===== config.mk =====
export PLATFORM = sky130hd
export DESIGN_NAME = twm_master
export DESIGN_NICKNAME = d
export VERILOG_FILES = /design/src/twm_pkg.sv /design/src/twm_master.sv
export SDC_FILE = /design/constraint.sdc
export NUM_CORES = 1
export LEC_CHECK = 0
export BUFFER_PORTS_ARGS = -buffer_cell sky130_fd_sc_hd__buf_2
export CORE_ASPECT_RATIO = 1.2
export CORE_MARGIN = 4
export CORE_UTILIZATION = 53
export CTS_CLUSTER_DIAMETER = 150
export DETAILED_ROUTE_END_ITERATION = 8
export GPL_TIMING_DRIVEN = 0
export PLACE_DENSITY = 0.73
export SETUP_SLACK_MARGIN = 0.4
export SYNTH_ARGS = -nofsm -noshare
export SYNTH_HDL_FRONTEND = slang
export SYNTH_SLANG_ARGS = --single-unit

===== constraint.sdc =====
create_clock -name aclk -period 4.86 [get_ports aclk]
set_clock_uncertainty 0.15 [all_clocks]
set_input_delay 1.458 -clock aclk [delete_from_list [all_inputs] [get_ports aclk]]
set_output_delay 1.458 -clock aclk [all_outputs]
set_load 0.01 [all_outputs]

===== src/twm_pkg.sv =====
package twm_pkg;

  // ==========================================================================
  // Register map (byte addresses).
  localparam logic [7:0] TWM_CTRL_OFF   = 8'h00;
  localparam logic [7:0] TWM_MODE_OFF   = 8'h04;
  localparam logic [7:0] TWM_CLKDIV_OFF = 8'h10;
  localparam logic [7:0] TWM_STAT_OFF   = 8'h20;
  localparam logic [7:0] TWM_RHR_OFF    = 8'h30;
  localparam logic [7:0] TWM_THR_OFF    = 8'h34;

  // ==========================================================================
  // Field positions.
  localparam int TWM_CR_START     = 0;
  localparam int TWM_CR_MSEN      = 2;
  localparam int TWM_CR_MASTER_DISABLE_BIT     = 3;
  localparam int TWM_CR_SWRST     = 7;
  localparam int TWM_MODE_READ    = 12;
  localparam int TWM_MODE_ADDR    = 16;
  localparam int TWM_DIV_LOW      = 0;
  localparam int TWM_DIV_HIGH     = 8;
  localparam int TWM_DIV_EXP      = 16;
  localparam int TWM_SR_TRANSFER_COMPLETE_FLAG    = 0;
  localparam int TWM_SR_RECEIVE_READY_FLAG     = 1;
  localparam int TWM_SR_TRANSMIT_READY_FLAG     = 2;
  localparam int TWM_SR_OVRE      = 6;
  localparam int TWM_SR_NOT_ACKNOWLEDGED_FLAG      = 8;
  localparam int TWM_SR_STUCK     = 15;

  // ==========================================================================
  // Bus answers and fixed values.
  localparam logic [1:0] TWM_RESP_OKAY   = 2'h0;
  localparam logic [1:0] TWM_RESP_SLVERR = 2'h2;
  localparam logic [7:0] TWM_RX_FILL     = 8'hff;
  localparam logic [3:0] TWM_ACK_BIT     = 4'h8;

  typedef enum logic [1:0] {TWM_IDLE, TWM_START, TWM_BIT, TWM_STOP} twm_st_t;

  typedef struct packed {
    twm_st_t     st;
    logic        msen;
    logic        stuck;
    logic        phase_hi;
    logic [13:0] cnt;
    logic [3:0]  bit_idx;
    logic        byte_sel;
    logic        not_acknowledged_flag_pend;
    logic [7:0]  sh;
    logic [7:0]  thr;
    logic [7:0]  receive_holding_reg;
    logic        rd_dir;
    logic [6:0]  saddr;
    logic [7:0]  low_phase_divider;
    logic [7:0]  high_phase_divider;
    logic [2:0]  divider_exponent;
    logic        transfer_complete_flag;
    logic        transmit_ready_flag;
    logic        receive_ready_flag;
    logic        overrun_flag;
    logic        not_acknowledged_flag;
    logic        scl_oe;
    logic        sda_oe;
    logic [2:0]  scl_sy;
    logic [2:0]  sda_sy;
    logic        scl_f;
    logic        sda_f;
    logic        aw_got;
    logic [7:0]  awaddr;
    logic        w_got;
    logic [31:0] wdata;
    logic [3:0]  wstrb;
    logic        bvalid;
    logic [1:0]  bresp;
    logic        rvalid;
    logic [31:0] rdata;
    logic [1:0]  rresp;
  } twm_state_t;

  localparam twm_state_t TWM_STATE_RST = '{
    st: TWM_IDLE, transfer_complete_flag: 1'b1, transmit_ready_flag: 1'b1,
    scl_sy: 3'h7, sda_sy: 3'h7, scl_f: 1'b1, sda_f: 1'b1, default: '0};

endpackage : twm_pkg


===== src/twm_master.sv =====
// Decided for this implementation: the placing of the registers and register access over AXI4-Lite.
`timescale 1ns/1ps
module twm_master
(
  // Clock, reset and clock enable.
  input  wire logic        aclk,
  input  wire logic        aresetn,
  input  wire logic        ce,
  // AXI4-Lite slave.
  input  wire logic [7:0]  awaddr,
  input  wire logic        awvalid,
  output logic             awready,
  input  wire logic [31:0] wdata,
  input  wire logic [3:0]  wstrb,
  input  wire logic        wvalid,
  output logic             wready,
  output logic [1:0]       bresp,
  output logic             bvalid,
  input  wire logic        bready,
  input  wire logic [7:0]  araddr,
  input  wire logic        arvalid,
  output logic             arready,
  output logic [31:0]      rdata,
  output logic [1:0]       rresp,
  output logic             rvalid,
  input  wire logic        rready,
  // Open-drain serial pins.
  input  wire logic        scl_i,
  output logic             scl_o,
  output logic             scl_oe,
  input  wire logic        sda_i,
  output logic             sda_o,
  output logic             sda_oe
);
  import twm_pkg::*;

  twm_state_t  s_r;
  twm_state_t  s_nxt;
  logic        rd_sr;
  logic        byte_done;
  logic [13:0] low_c;
  logic [13:0] high_c;

  // ==========================================================================
  // Helpers.
  function automatic logic [13:0] phase_cycles(input logic [7:0] div, input logic [2:0] e);
    phase_cycles = (14'(div) << e) + 14'h1;
  endfunction : phase_cycles

  function automatic logic [31:0] merge(input logic [31:0] old, input logic [31:0] nw,
                                        input logic [3:0] be);
    for (int i = 0; i < 4; i++)
      merge[i*8 +: 8] = be[i] ? nw[i*8 +: 8] : old[i*8 +: 8];
  endfunction : merge

  function automatic logic mapped(input logic [7:0] a);
    mapped = (a == TWM_CTRL_OFF) || (a == TWM_MODE_OFF) || (a == TWM_CLKDIV_OFF) ||
             (a == TWM_STAT_OFF) || (a == TWM_RHR_OFF) || (a == TWM_THR_OFF);
  endfunction : mapped

  assign awready = !s_r.aw_got && !s_r.bvalid;
  assign wready  = !s_r.w_got && !s_r.bvalid;
  assign arready = !s_r.rvalid;
  assign bvalid  = s_r.bvalid;
  assign bresp   = s_r.bresp;
  assign rvalid  = s_r.rvalid;
  assign rdata   = s_r.rdata;
  assign rresp   = s_r.rresp;
  assign scl_o   = 1'b0;
  assign sda_o   = 1'b0;
  assign scl_oe  = s_r.scl_oe;
  assign sda_oe  = s_r.sda_oe;
  assign low_c   = phase_cycles(s_r.low_phase_divider, s_r.divider_exponent);
  assign high_c  = phase_cycles(s_r.high_phase_divider, s_r.divider_exponent);
  assign rd_sr   = arvalid && arready && (araddr == TWM_STAT_OFF);

  // ==========================================================================
  // Next state.
  always_comb
  begin
    logic [31:0] wv;
    logic        wr_fire;
    logic        to_stop;
    wv        = '0;
    wr_fire   = s_r.aw_got && s_r.w_got;
    to_stop   = 1'b0;
    byte_done = 1'b0;
    s_nxt     = s_r;
    // Pins pass three stages; a new level counts once the last two agree.
    s_nxt.scl_sy = {s_r.scl_sy[1:0], scl_i};
    s_nxt.sda_sy = {s_r.sda_sy[1:0], sda_i};
    if (s_r.scl_sy[1] == s_r.scl_sy[2])
      s_nxt.scl_f = s_r.scl_sy[2];
    if (s_r.sda_sy[1] == s_r.sda_sy[2])
      s_nxt.sda_f = s_r.sda_sy[2];

    if (awvalid && awready)
    begin
      s_nxt.aw_got = 1'b1;
      s_nxt.awaddr = awaddr;
    end
    if (wvalid && wready)
    begin
      s_nxt.w_got = 1'b1;
      s_nxt.wdata = wdata;
      s_nxt.wstrb = wstrb;
    end
    if (s_r.bvalid && bready)
      s_nxt.bvalid = 1'b0;
    if (s_r.rvalid && rready)
      s_nxt.rvalid = 1'b0;

    // Read side effects come first so that a flag set below in the same cycle wins.
    if (arvalid && arready)
    begin
      s_nxt.rvalid = 1'b1;
      s_nxt.rresp  = mapped(araddr) ? TWM_RESP_OKAY : TWM_RESP_SLVERR;
      s_nxt.rdata  = '0;
      case (araddr)
        TWM_MODE_OFF:
        begin
          s_nxt.rdata[TWM_MODE_READ]        = s_r.rd_dir;
          s_nxt.rdata[TWM_MODE_ADDR +: 7]   = s_r.saddr;
        end
        TWM_CLKDIV_OFF:
        begin
          s_nxt.rdata[TWM_DIV_LOW +: 8]  = s_r.low_phase_divider;
          s_nxt.rdata[TWM_DIV_HIGH +: 8] = s_r.high_phase_divider;
          s_nxt.rdata[TWM_DIV_EXP +: 3]  = s_r.divider_exponent;
        end
        TWM_STAT_OFF:
        begin
          s_nxt.rdata[TWM_SR_TRANSFER_COMPLETE_FLAG] = s_r.transfer_complete_flag;
          s_nxt.rdata[TWM_SR_RECEIVE_READY_FLAG]  = s_r.receive_ready_flag;
          s_nxt.rdata[TWM_SR_TRANSMIT_READY_FLAG]  = s_r.transmit_ready_flag;
          s_nxt.rdata[TWM_SR_OVRE]   = s_r.overrun_flag;
          s_nxt.rdata[TWM_SR_NOT_ACKNOWLEDGED_FLAG]   = s_r.not_acknowledged_flag;
          s_nxt.rdata[TWM_SR_STUCK]  = s_r.stuck;
          s_nxt.not_acknowledged_flag = 1'b0;
          s_nxt.not_acknowledged_flag_pend             = 1'b0;
        end
        TWM_RHR_OFF:
        begin
          s_nxt.rdata[7:0]        = s_r.receive_holding_reg;
          s_nxt.receive_ready_flag = 1'b0;
          s_nxt.overrun_flag       = 1'b0;
        end
        default:
          s_nxt.rdata = '0;
      endcase
    end

    if (wr_fire)
    begin
      s_nxt.aw_got = 1'b0;
      s_nxt.w_got  = 1'b0;
      s_nxt.bvalid = 1'b1;
      s_nxt.bresp  = mapped(s_r.awaddr) ? TWM_RESP_OKAY : TWM_RESP_SLVERR;
      case (s_r.awaddr)
        TWM_CTRL_OFF:
        begin
          wv = s_r.wstrb[0] ? s_r.wdata : '0;
          if (wv[TWM_CR_MASTER_DISABLE_BIT])
            s_nxt.msen = 1'b0;
          else if (wv[TWM_CR_MSEN])
            s_nxt.msen = 1'b1;
          if (wv[TWM_CR_SWRST])
          begin
            // The lock-up is kept until the system reset; software reset cannot lift it.
            // Our own pull counts as low at once; the synchronised level lags a few cycles.
            s_nxt.stuck = s_r.stuck ||
                          (s_r.st != TWM_IDLE && (s_r.scl_oe || !s_r.scl_f));
            s_nxt.st                     = TWM_IDLE;
            s_nxt.msen                   = 1'b0;
            s_nxt.scl_oe                 = 1'b0;
            s_nxt.sda_oe                 = 1'b0;
            s_nxt.transfer_complete_flag = 1'b1;
            s_nxt.transmit_ready_flag    = 1'b1;
            s_nxt.receive_ready_flag     = 1'b0;
            s_nxt.overrun_flag           = 1'b0;
            s_nxt.not_acknowledged_flag  = 1'b0;
            s_nxt.not_acknowledged_flag_pend              = 1'b0;
          end
          else if (wv[TWM_CR_START] && s_nxt.msen && s_r.st == TWM_IDLE && !s_r.stuck)
          begin
            s_nxt.st                     = TWM_START;
            s_nxt.transfer_complete_flag = 1'b0;
            s_nxt.sda_oe                 = 1'b1;
            s_nxt.cnt                    = high_c;
            s_nxt.byte_sel               = 1'b0;
            s_nxt.bit_idx                = '0;
            s_nxt.sh                     = {s_r.saddr, s_r.rd_dir};
          end
        end
        TWM_MODE_OFF:
        begin
          wv           = merge({9'h0, s_r.saddr, 3'h0, s_r.rd_dir, 12'h0},
                               s_r.wdata, s_r.wstrb);
          s_nxt.rd_dir = wv[TWM_MODE_READ];
          s_nxt.saddr  = wv[TWM_MODE_ADDR +: 7];
        end
        TWM_CLKDIV_OFF:
        begin
          wv = merge({13'h0, s_r.divider_exponent, s_r.high_phase_divider,
                      s_r.low_phase_divider}, s_r.wdata, s_r.wstrb);
          s_nxt.low_phase_divider  = wv[TWM_DIV_LOW +: 8];
          s_nxt.high_phase_divider = wv[TWM_DIV_HIGH +: 8];
          s_nxt.divider_exponent   = wv[TWM_DIV_EXP +: 3];
        end
        TWM_THR_OFF:
        begin
          if (s_r.wstrb[0] && s_r.msen)
          begin
            s_nxt.thr                 = s_r.wdata[7:0];
            s_nxt.transmit_ready_flag = 1'b0;
          end
        end
        default:
          wv = '0;
      endcase
    end

    // A disabled master does not step the engine; only a software reset or a register read changes its state, pins or flags.
    if (s_r.msen && s_nxt.msen)
    begin
      case (s_r.st)
        TWM_START:
        begin
          if (s_r.cnt == '0)
          begin
            s_nxt.st       = TWM_BIT;
            s_nxt.scl_oe   = 1'b1;
            s_nxt.phase_hi = 1'b0;
            s_nxt.cnt      = low_c;
          end
        end
        TWM_BIT:
        begin
          if (!s_r.phase_hi)
          begin
            // The acknowledge slot is always released: a read ends on a not-acknowledge.
            s_nxt.sda_oe = !s_r.bit_idx[3] && !s_r.sh[7];
            if (s_r.cnt == '0)
            begin
              s_nxt.scl_oe   = 1'b0;
              s_nxt.phase_hi = 1'b1;
              s_nxt.cnt      = high_c;
            end
          end
          else if (s_r.cnt == '0)
          begin
            s_nxt.scl_oe   = 1'b1;
            s_nxt.phase_hi = 1'b0;
            s_nxt.cnt      = low_c;
            if (s_r.bit_idx != TWM_ACK_BIT)
            begin
              s_nxt.sh      = {s_r.sh[6:0], s_r.sda_f};
              s_nxt.bit_idx = s_r.bit_idx + 4'h1;
            end
            else
            begin
              s_nxt.bit_idx = '0;
              if (!s_r.byte_sel)
              begin
                if (s_r.sda_f)
                begin
                  s_nxt.not_acknowledged_flag_pend = 1'b1;
                  to_stop         = 1'b1;
                end
                else
                begin
                  s_nxt.byte_sel            = 1'b1;
                  s_nxt.sh                  = s_r.rd_dir ? TWM_RX_FILL : s_r.thr;
                  s_nxt.transmit_ready_flag = 1'b1;
                end
              end
              else
              begin
                byte_done                 = 1'b1;
                s_nxt.receive_holding_reg = s_r.sh;
                if (s_r.rd_dir)
                begin
                  s_nxt.overrun_flag       = s_nxt.overrun_flag | s_nxt.receive_ready_flag;
                  s_nxt.receive_ready_flag = 1'b1;
                end
                else if (s_r.sda_f)
                  s_nxt.not_acknowledged_flag_pend = 1'b1;
                to_stop = 1'b1;
              end
            end
          end
        end
        TWM_STOP:
        begin
          if (!s_r.phase_hi)
          begin
            s_nxt.sda_oe = 1'b1;
            if (s_r.cnt == '0)
            begin
              s_nxt.scl_oe   = 1'b0;
              s_nxt.phase_hi = 1'b1;
              s_nxt.cnt      = high_c;
            end
          end
          else if (s_r.cnt == '0)
          begin
            s_nxt.sda_oe                 = 1'b0;
            s_nxt.st                     = TWM_IDLE;
            s_nxt.transfer_complete_flag = 1'b1;
            s_nxt.not_acknowledged_flag  = s_r.not_acknowledged_flag_pend;
            s_nxt.not_acknowledged_flag_pend              = 1'b0;
          end
        end
        default:
          s_nxt.cnt = s_r.cnt;
      endcase
      if (s_r.st != TWM_IDLE && s_r.cnt != '0)
        s_nxt.cnt = s_r.cnt - 14'h1;
      if (to_stop)
      begin
        s_nxt.st       = TWM_STOP;
        s_nxt.scl_oe   = 1'b1;
        s_nxt.phase_hi = 1'b0;
        s_nxt.cnt      = low_c;
      end
    end
  end

  always_ff @(posedge aclk)
  begin
    if (!aresetn)
      s_r <= TWM_STATE_RST;
    else if (ce)
      s_r <= s_nxt;
  end

  // ==========================================================================
  // Checks.
  chk_disable_freeze: assert property (@(posedge aclk) disable iff (!aresetn)
    (ce && !s_r.msen && s_r.st != TWM_IDLE && !(s_r.aw_got && s_r.w_got)) |=>
      ($stable(s_r.st) && $stable(s_r.cnt) && $stable(scl_oe) && $stable(sda_oe)))
    else $error("engine moved while disabled");
  chk_flags_hold: assert property (@(posedge aclk) disable iff (!aresetn)
    (!s_r.msen && !s_r.aw_got) |=>
      ($stable(s_r.transfer_complete_flag) && $stable(s_r.transmit_ready_flag)))
    else $error("flags changed while disabled");
  chk_not_acknowledged_flag_with_comp: assert property (@(posedge aclk) disable iff (!aresetn)
    $rose(s_r.not_acknowledged_flag) |-> $rose(s_r.transfer_complete_flag))
    else $error("not-acknowledged set apart from transfer complete");
  chk_status_clear: assert property (@(posedge aclk) disable iff (!aresetn)
    (ce && rd_sr && s_r.st != TWM_STOP) |=> !s_r.not_acknowledged_flag)
    else $error("status read left not-acknowledged set");
  chk_not_acknowledged_flag_lost: assert property (@(posedge aclk) disable iff (!aresetn)
    (ce && rd_sr && s_r.st == TWM_STOP) |=> !s_r.not_acknowledged_flag_pend ##1 !$rose(s_r.not_acknowledged_flag))
    else $error("pending not-acknowledge survived a status read");
  chk_rhr_any_dir: assert property (@(posedge aclk) disable iff (!aresetn)
    (ce && byte_done) |=> (s_r.receive_holding_reg == $past(s_r.sh)))
    else $error("holding register not loaded at byte end");
  chk_tx_no_rxflag: assert property (@(posedge aclk) disable iff (!aresetn)
    (ce && byte_done && !s_r.rd_dir) |=>
      (!$rose(s_r.receive_ready_flag) && !$rose(s_r.overrun_flag)))
    else $error("transmitted byte raised a receive flag");
  chk_stuck_blocks: assert property (@(posedge aclk) disable iff (!aresetn)
    (s_r.stuck && s_r.st == TWM_IDLE) |=> (s_r.st == TWM_IDLE && s_r.stuck))
    else $error("locked master started a transfer");
  chk_start_cond: assert property (@(posedge aclk) disable iff (!aresetn)
    (s_r.st == TWM_IDLE ##1 s_r.st == TWM_START) |-> (sda_oe && !scl_oe))
    else $error("start condition not made with clock released");

endmodule : twm_master


Word-level counts from Yosys, hierarchy flattened. Index checks and enable logic that the tools add are counted.

Register bits after elaboration: 166. Input port bits: 62. Output and inout bits: 45. Word-level logic and storage cells: 250.

$add $sub $neg: 4. Eq/ne operators: 18. Shift-type cells: 2. Multiplexer cells: 120. Bitwise operators: 2. Reductions and logical operators: 67.

Operators by type and width (count): $mux 8 (10); $mux 15 (5); $mux 28 (2); $eq 8x6->1 const B (6); $mux 1 (48); $pmux 14 s3 (1); $mux 19 (2); $mux 37 (1); $mux 36 (1); $mux 35 (1); $reduce_and 4->1 (8); $mux 2 (15); $mux 29 (1); $add 14x1->14 const B (2); $mux 14 (2); $shl 8x3->14 (2); $reduce_and 2->1 (11); $mux 3 (7); $eq 8x3->1 const B (2); $eq 8x5->1 const B (2); $logic_and 1x1->1 (16); $logic_not 8->1 (2); $mux 4 (4); $mux 5 (3); other kinds (25) (59).

Logic depth before layout (Yosys ltp).
Depth after elaboration: 22. Gate-level depth with buffers: 14. Gate-level depth less buffers: 11.

Least setup slack after synthesis. No wires, ideal clock.

Path kind: input-to-reg. Start: input araddr[1]. End: register s_r, in the netlist rdata[7]. Library setup time: 0.078 ns. Arrival: 3.083 ns. Data required time: 4.632 ns. Slack: 1.549 ns. Cell stages on the path: 6. Buffers on the path: 1. Path through: or4_1 nor3_1 and2_1 clkbuf_1 a221oi_1 nor3_1.

Word-level cells in the longest chain between the ends: 2. Elaborated cells between the ends (all ways): 3. Those cells by class: eq/ne: 2; mux: 1.

RTL lines: from (decl) (line twm_master.sv:20) `input wire logic [7:0] araddr,`; $eq 8x6->1 / $eq 8x5->1 (equally long branches) (line twm_master.sv:119) `case (araddr)`; $pmux 1 s2 * (line twm_master.sv:119); to (signal assigned) (line twm_master.sv:334) `s_r <= s_nxt;`; to (decl) (line twm_master.sv:37) `twm_state_t s_r;`.

Every way passes the cells marked *; elsewhere a longest branch is shown, timed or not. A chain may end at the register's enable or synchronous reset.

Final worst setup path.
Start: register s_r[100] in the netlist's numbering. End: register s_r[166] in the netlist's numbering.

Word-level cells in the longest chain between the ends: 12. Elaborated cells between the ends (all ways): 17. Those cells by class: add/sub: 2; shift: 2; mux: 13.

RTL lines: $shl 8x3->14 (line twm_master.sv:47) `phase_cycles = (14'(div) << e) + 14'h1;`; $add 14x1->14 (line twm_master.sv:47); $mux 19 (line twm_master.sv:184) `else if (wv[TWM_CR_START] && s_nxt.msen && s_r.st == TWM_IDLE && !s_r.stuck)`; $mux 19 (line twm_master.sv:167) `if (wv[TWM_CR_SWRST])`; $mux 28 (line twm_master.sv:159) `case (s_r.awaddr)`; $mux 36 (line twm_master.sv:153) `if (wr_fire)`; $mux 15 / $mux 29 (equally long branches) (line twm_master.sv:243, twm_master.sv:298, twm_master.sv:250); $mux 15 (on tied branches) (line twm_master.sv:295, twm_master.sv:239); $pmux 14 s3 (line twm_master.sv:226) `case (s_r.st)`; $mux 14 (line twm_master.sv:317) `if (s_r.st != TWM_IDLE && s_r.cnt != '0)`; $mux 15 (line twm_master.sv:319) `if (to_stop)`; $mux 28 * (line twm_master.sv:224) `if (s_r.msen && s_nxt.msen)`.

Every way passes the cells marked *; elsewhere a longest branch is shown, timed or not. The select of a mux whose other input is x is not followed.

==> metrics.txt <==
outcome finished, final reports clean; Async S/R FF share, synth 0; #FFs+latches synth 154; most used flip-flop cell after synthesis dfxtp_1; Worst Path Required 5.02 ns; clock slew at reported path FFs 0.07 ns; leakage 4.12 nW; synth warn 0; clk root buf clkbuf_16; global-route wire length before repair 53000 um; Post-synth EDFFs 0; initial antenna violation count 0; largest net degree at the start of global routing 17; Rel. slew slack 0.202; Final Core Density 0.614; core box area 0.0175 sq mm; Antenna Nets Post-Route 0; clock period minus worst slack 4.21 ns; routed vias/inst 6.30; # diodes 0; Clk Latency, worst-skew pair 0.43 ns; Worst setup EP type flop; Final HPWL DP 25900 um; num rows 53; Seq/Total Area, Yosys 0.327; DRC 0; Routed WL 34600 um; Slew Limit Fails 0; Final Hold Viols 0; Non-Filler Instances 1567; Fmax 238 MHz; Die Y 154 um; synth unique cells 85; clk buf depth 2; Hold WC Path Type reg -> reg; placed standard-cell area 0.0102 sq mm; synthesized instance count 1219; Total GRT Usage 0.344; Filler cells 1677; Critical Path Fanout Max 10; setup slack after layout 0.654 ns; cts bufs inserted 17; placed cell count 1534; gpl congestion 1.04; setup_tns 0 ns; Pwr Density 274 mW/mm^2; fraction of layout cells with a size suffix above 1 0.160; Initial Util 0.539; via count 9873; CTS tree yes; IO Pins 107; max-cap check violation count 0; Die Area 0.0200 sq mm; VDD IR max 0.000265 V; number of global-route vias before repair 9231; Worst Tran Pin Value 1.19 ns; wire length per cell 22.1 um; Area Overhead vs Synth 13.9%; RSZ-0062 raised after global routing no; Hold WS 0.302 ns; # clock sinks 154; final setup violating endpoints 0; Worst Path Arrival 4.37 ns; Avg Inst Size Synth 7.74 sq um; Nets 1407; Pre-Repair DR Iteration Count 8; Port Buf Inserts 82; pre-CTS setup slack 0.499 ns; Tcrit/Tclk final 0.865; Final Power 2.94 mW; CP startpoint kind flop; crit path kind reg -> reg; H-tree levels 4; DIE WIDTH 130 um; grt total ovfl 0; Final Instance Area 0.0107 sq mm; first-iteration detailed-routing DRC count 984; postcts setup bufs 0; CTS Hold Bufs 0; area of the mapped netlist 0.00944 sq mm
[Yosys cell counts (9+ instances only)]
cell type	n	area, sq um
clkbuf_1	66	248
xnor2_1	9	78.8
nor2_1	105	394
a21oi_1	122	611
a22oi_1	18	135
ha_1	11	138
nand2_1	193	724
nand2b_1	9	56.3
dfxtp_1	154	3080
inv_1	18	67.6
nor3_1	37	185
a211oi_1	9	67.6
nor2b_1	10	62.6
mux2_2	11	124
buf_4	41	308
nor4_1	10	62.6
o21ai_1	14	70.1
a31oi_1	24	150
o211ai_1	11	82.6
a221oi_1	16	140
o21ai_0	54	270
nand3_1	38	190
mux2i_1	58	581
[worst max-delay path: stages, from the launching register on]
cell and delay (ns):
dfxtp_1 0.32, clkbuf_1 0.35, buf_2 0.33, buf_1 0.46, clkbuf_1 0.49, nor3_1 0.14, ha_1 0.30, o31ai_1 0.12
nor3_1 0.17, a31oi_1 0.61, a21oi_1 0.15, nor4_1 0.39, o2bb2ai_1 0.11
[flip-flops by register name (all words and copies together), names as in the netlist]
register / flops
scl_oe: 1
rresp: 1
rvalid: 1
bvalid: 1
sda_oe: 1
bresp: 1
s_r: 121
rdata: 23
s_nxt: 4
[path summary, 6_finish.rpt]
check	start	to	slack, ns	depth (start not counted)
setup / recovery	s_r[100]$_SDFFE_PN0P_	s_r[166]$_SDFFE_PN0P_	0.65	12
hold / removal	rdata[14]$_SDFFE_PN0P_	rdata[14]$_SDFFE_PN0P_	0.30	2
setup reg to reg	s_r[100]$_SDFFE_PN0P_	s_r[166]$_SDFFE_PN0P_	0.65	12
hold reg to reg	rdata[14]$_SDFFE_PN0P_	rdata[14]$_SDFFE_PN0P_	0.30	2
[cells in the final DEF, fill, tap and decap left out, types with 6 or more instances in the layout]
cell type,count
ha_1,11
or3_1,7
clkbuf_16,17
clkbuf_1,67
xnor2_1,9
xor2_1,8
nor4_1,10
nand2_1,193
nor2_1,105
o21ai_1,14
and3_1,6
o21ai_0,54
buf_4,41
buf_2,90
mux2i_1,58
nor2b_1,10
mux4_2,8
a221oi_1,16
a22oi_1,18
nand3_1,38
nand4_1,7
and2_1,7
o31ai_1,8
a211oi_1,9
mux2_2,11
a21oi_1,122
dfxtp_1,154
o211ai_1,11
buf_1,7
a31oi_1,24
conb_1,13
nand2b_1,9
inv_1,18
clkbuf_8,6
nor3_1,37
[cell families (layout without fill, tap and decap cells)]
| kind of cell | after synthesis | in the layout | synth area share |
|---|---|---|---|
| flops | 154 | 154 | 0.327 |
| compound gates | 340 | 340 | 0.227 |
| other cells | 1 | 13 | 0.000397 |
| buf+inv | 153 | 269 | 0.0891 |
| simple gates | 466 | 466 | 0.233 |
| xor+xnor | 17 | 17 | 0.0158 |
| mux | 77 | 77 | 0.0937 |
| fa+ha+maj | 11 | 11 | 0.0146 |
[cell type report]
cell class	instances	area (sq um)	share of cell area
multi-input combinational	924	5570	0.518
sequential	154	3080	0.287
buffer	133	766	0.0713
clock buffer	19	443	0.0412
timing repair buffer	84	428	0.0398
tap	220	275	0.0256
clock inverter	13	111	0.0104
inverter	20	75.1	0.00699
[report_power, final]
| group | switching, mW | internal, mW |
|---|---|---|
| registers | 0.0312 | 1.29 |
| logic | 0.215 | 0.128 |
| clock network | 0.595 | 0.682 |
| total | 0.841 | 2.10 |
[what timing repair did]
action / 4_1_cts / 5_1_grt
endpoints found under the hold margin: 0 / 0
resized for setup: 0 / 2
endpoints found under the setup margin: 0 / 1
[per-layer routing]
metal	GRT usage	vias up	wire, um
li1	-	4594	-
met1	0.432	4596	13400
met2	0.565	545	16500
met3	0.0584	138	2690
met4	0.174	0	1970
met5	0	-	0
Note: power is estimated with default switching activity, not from simulation.
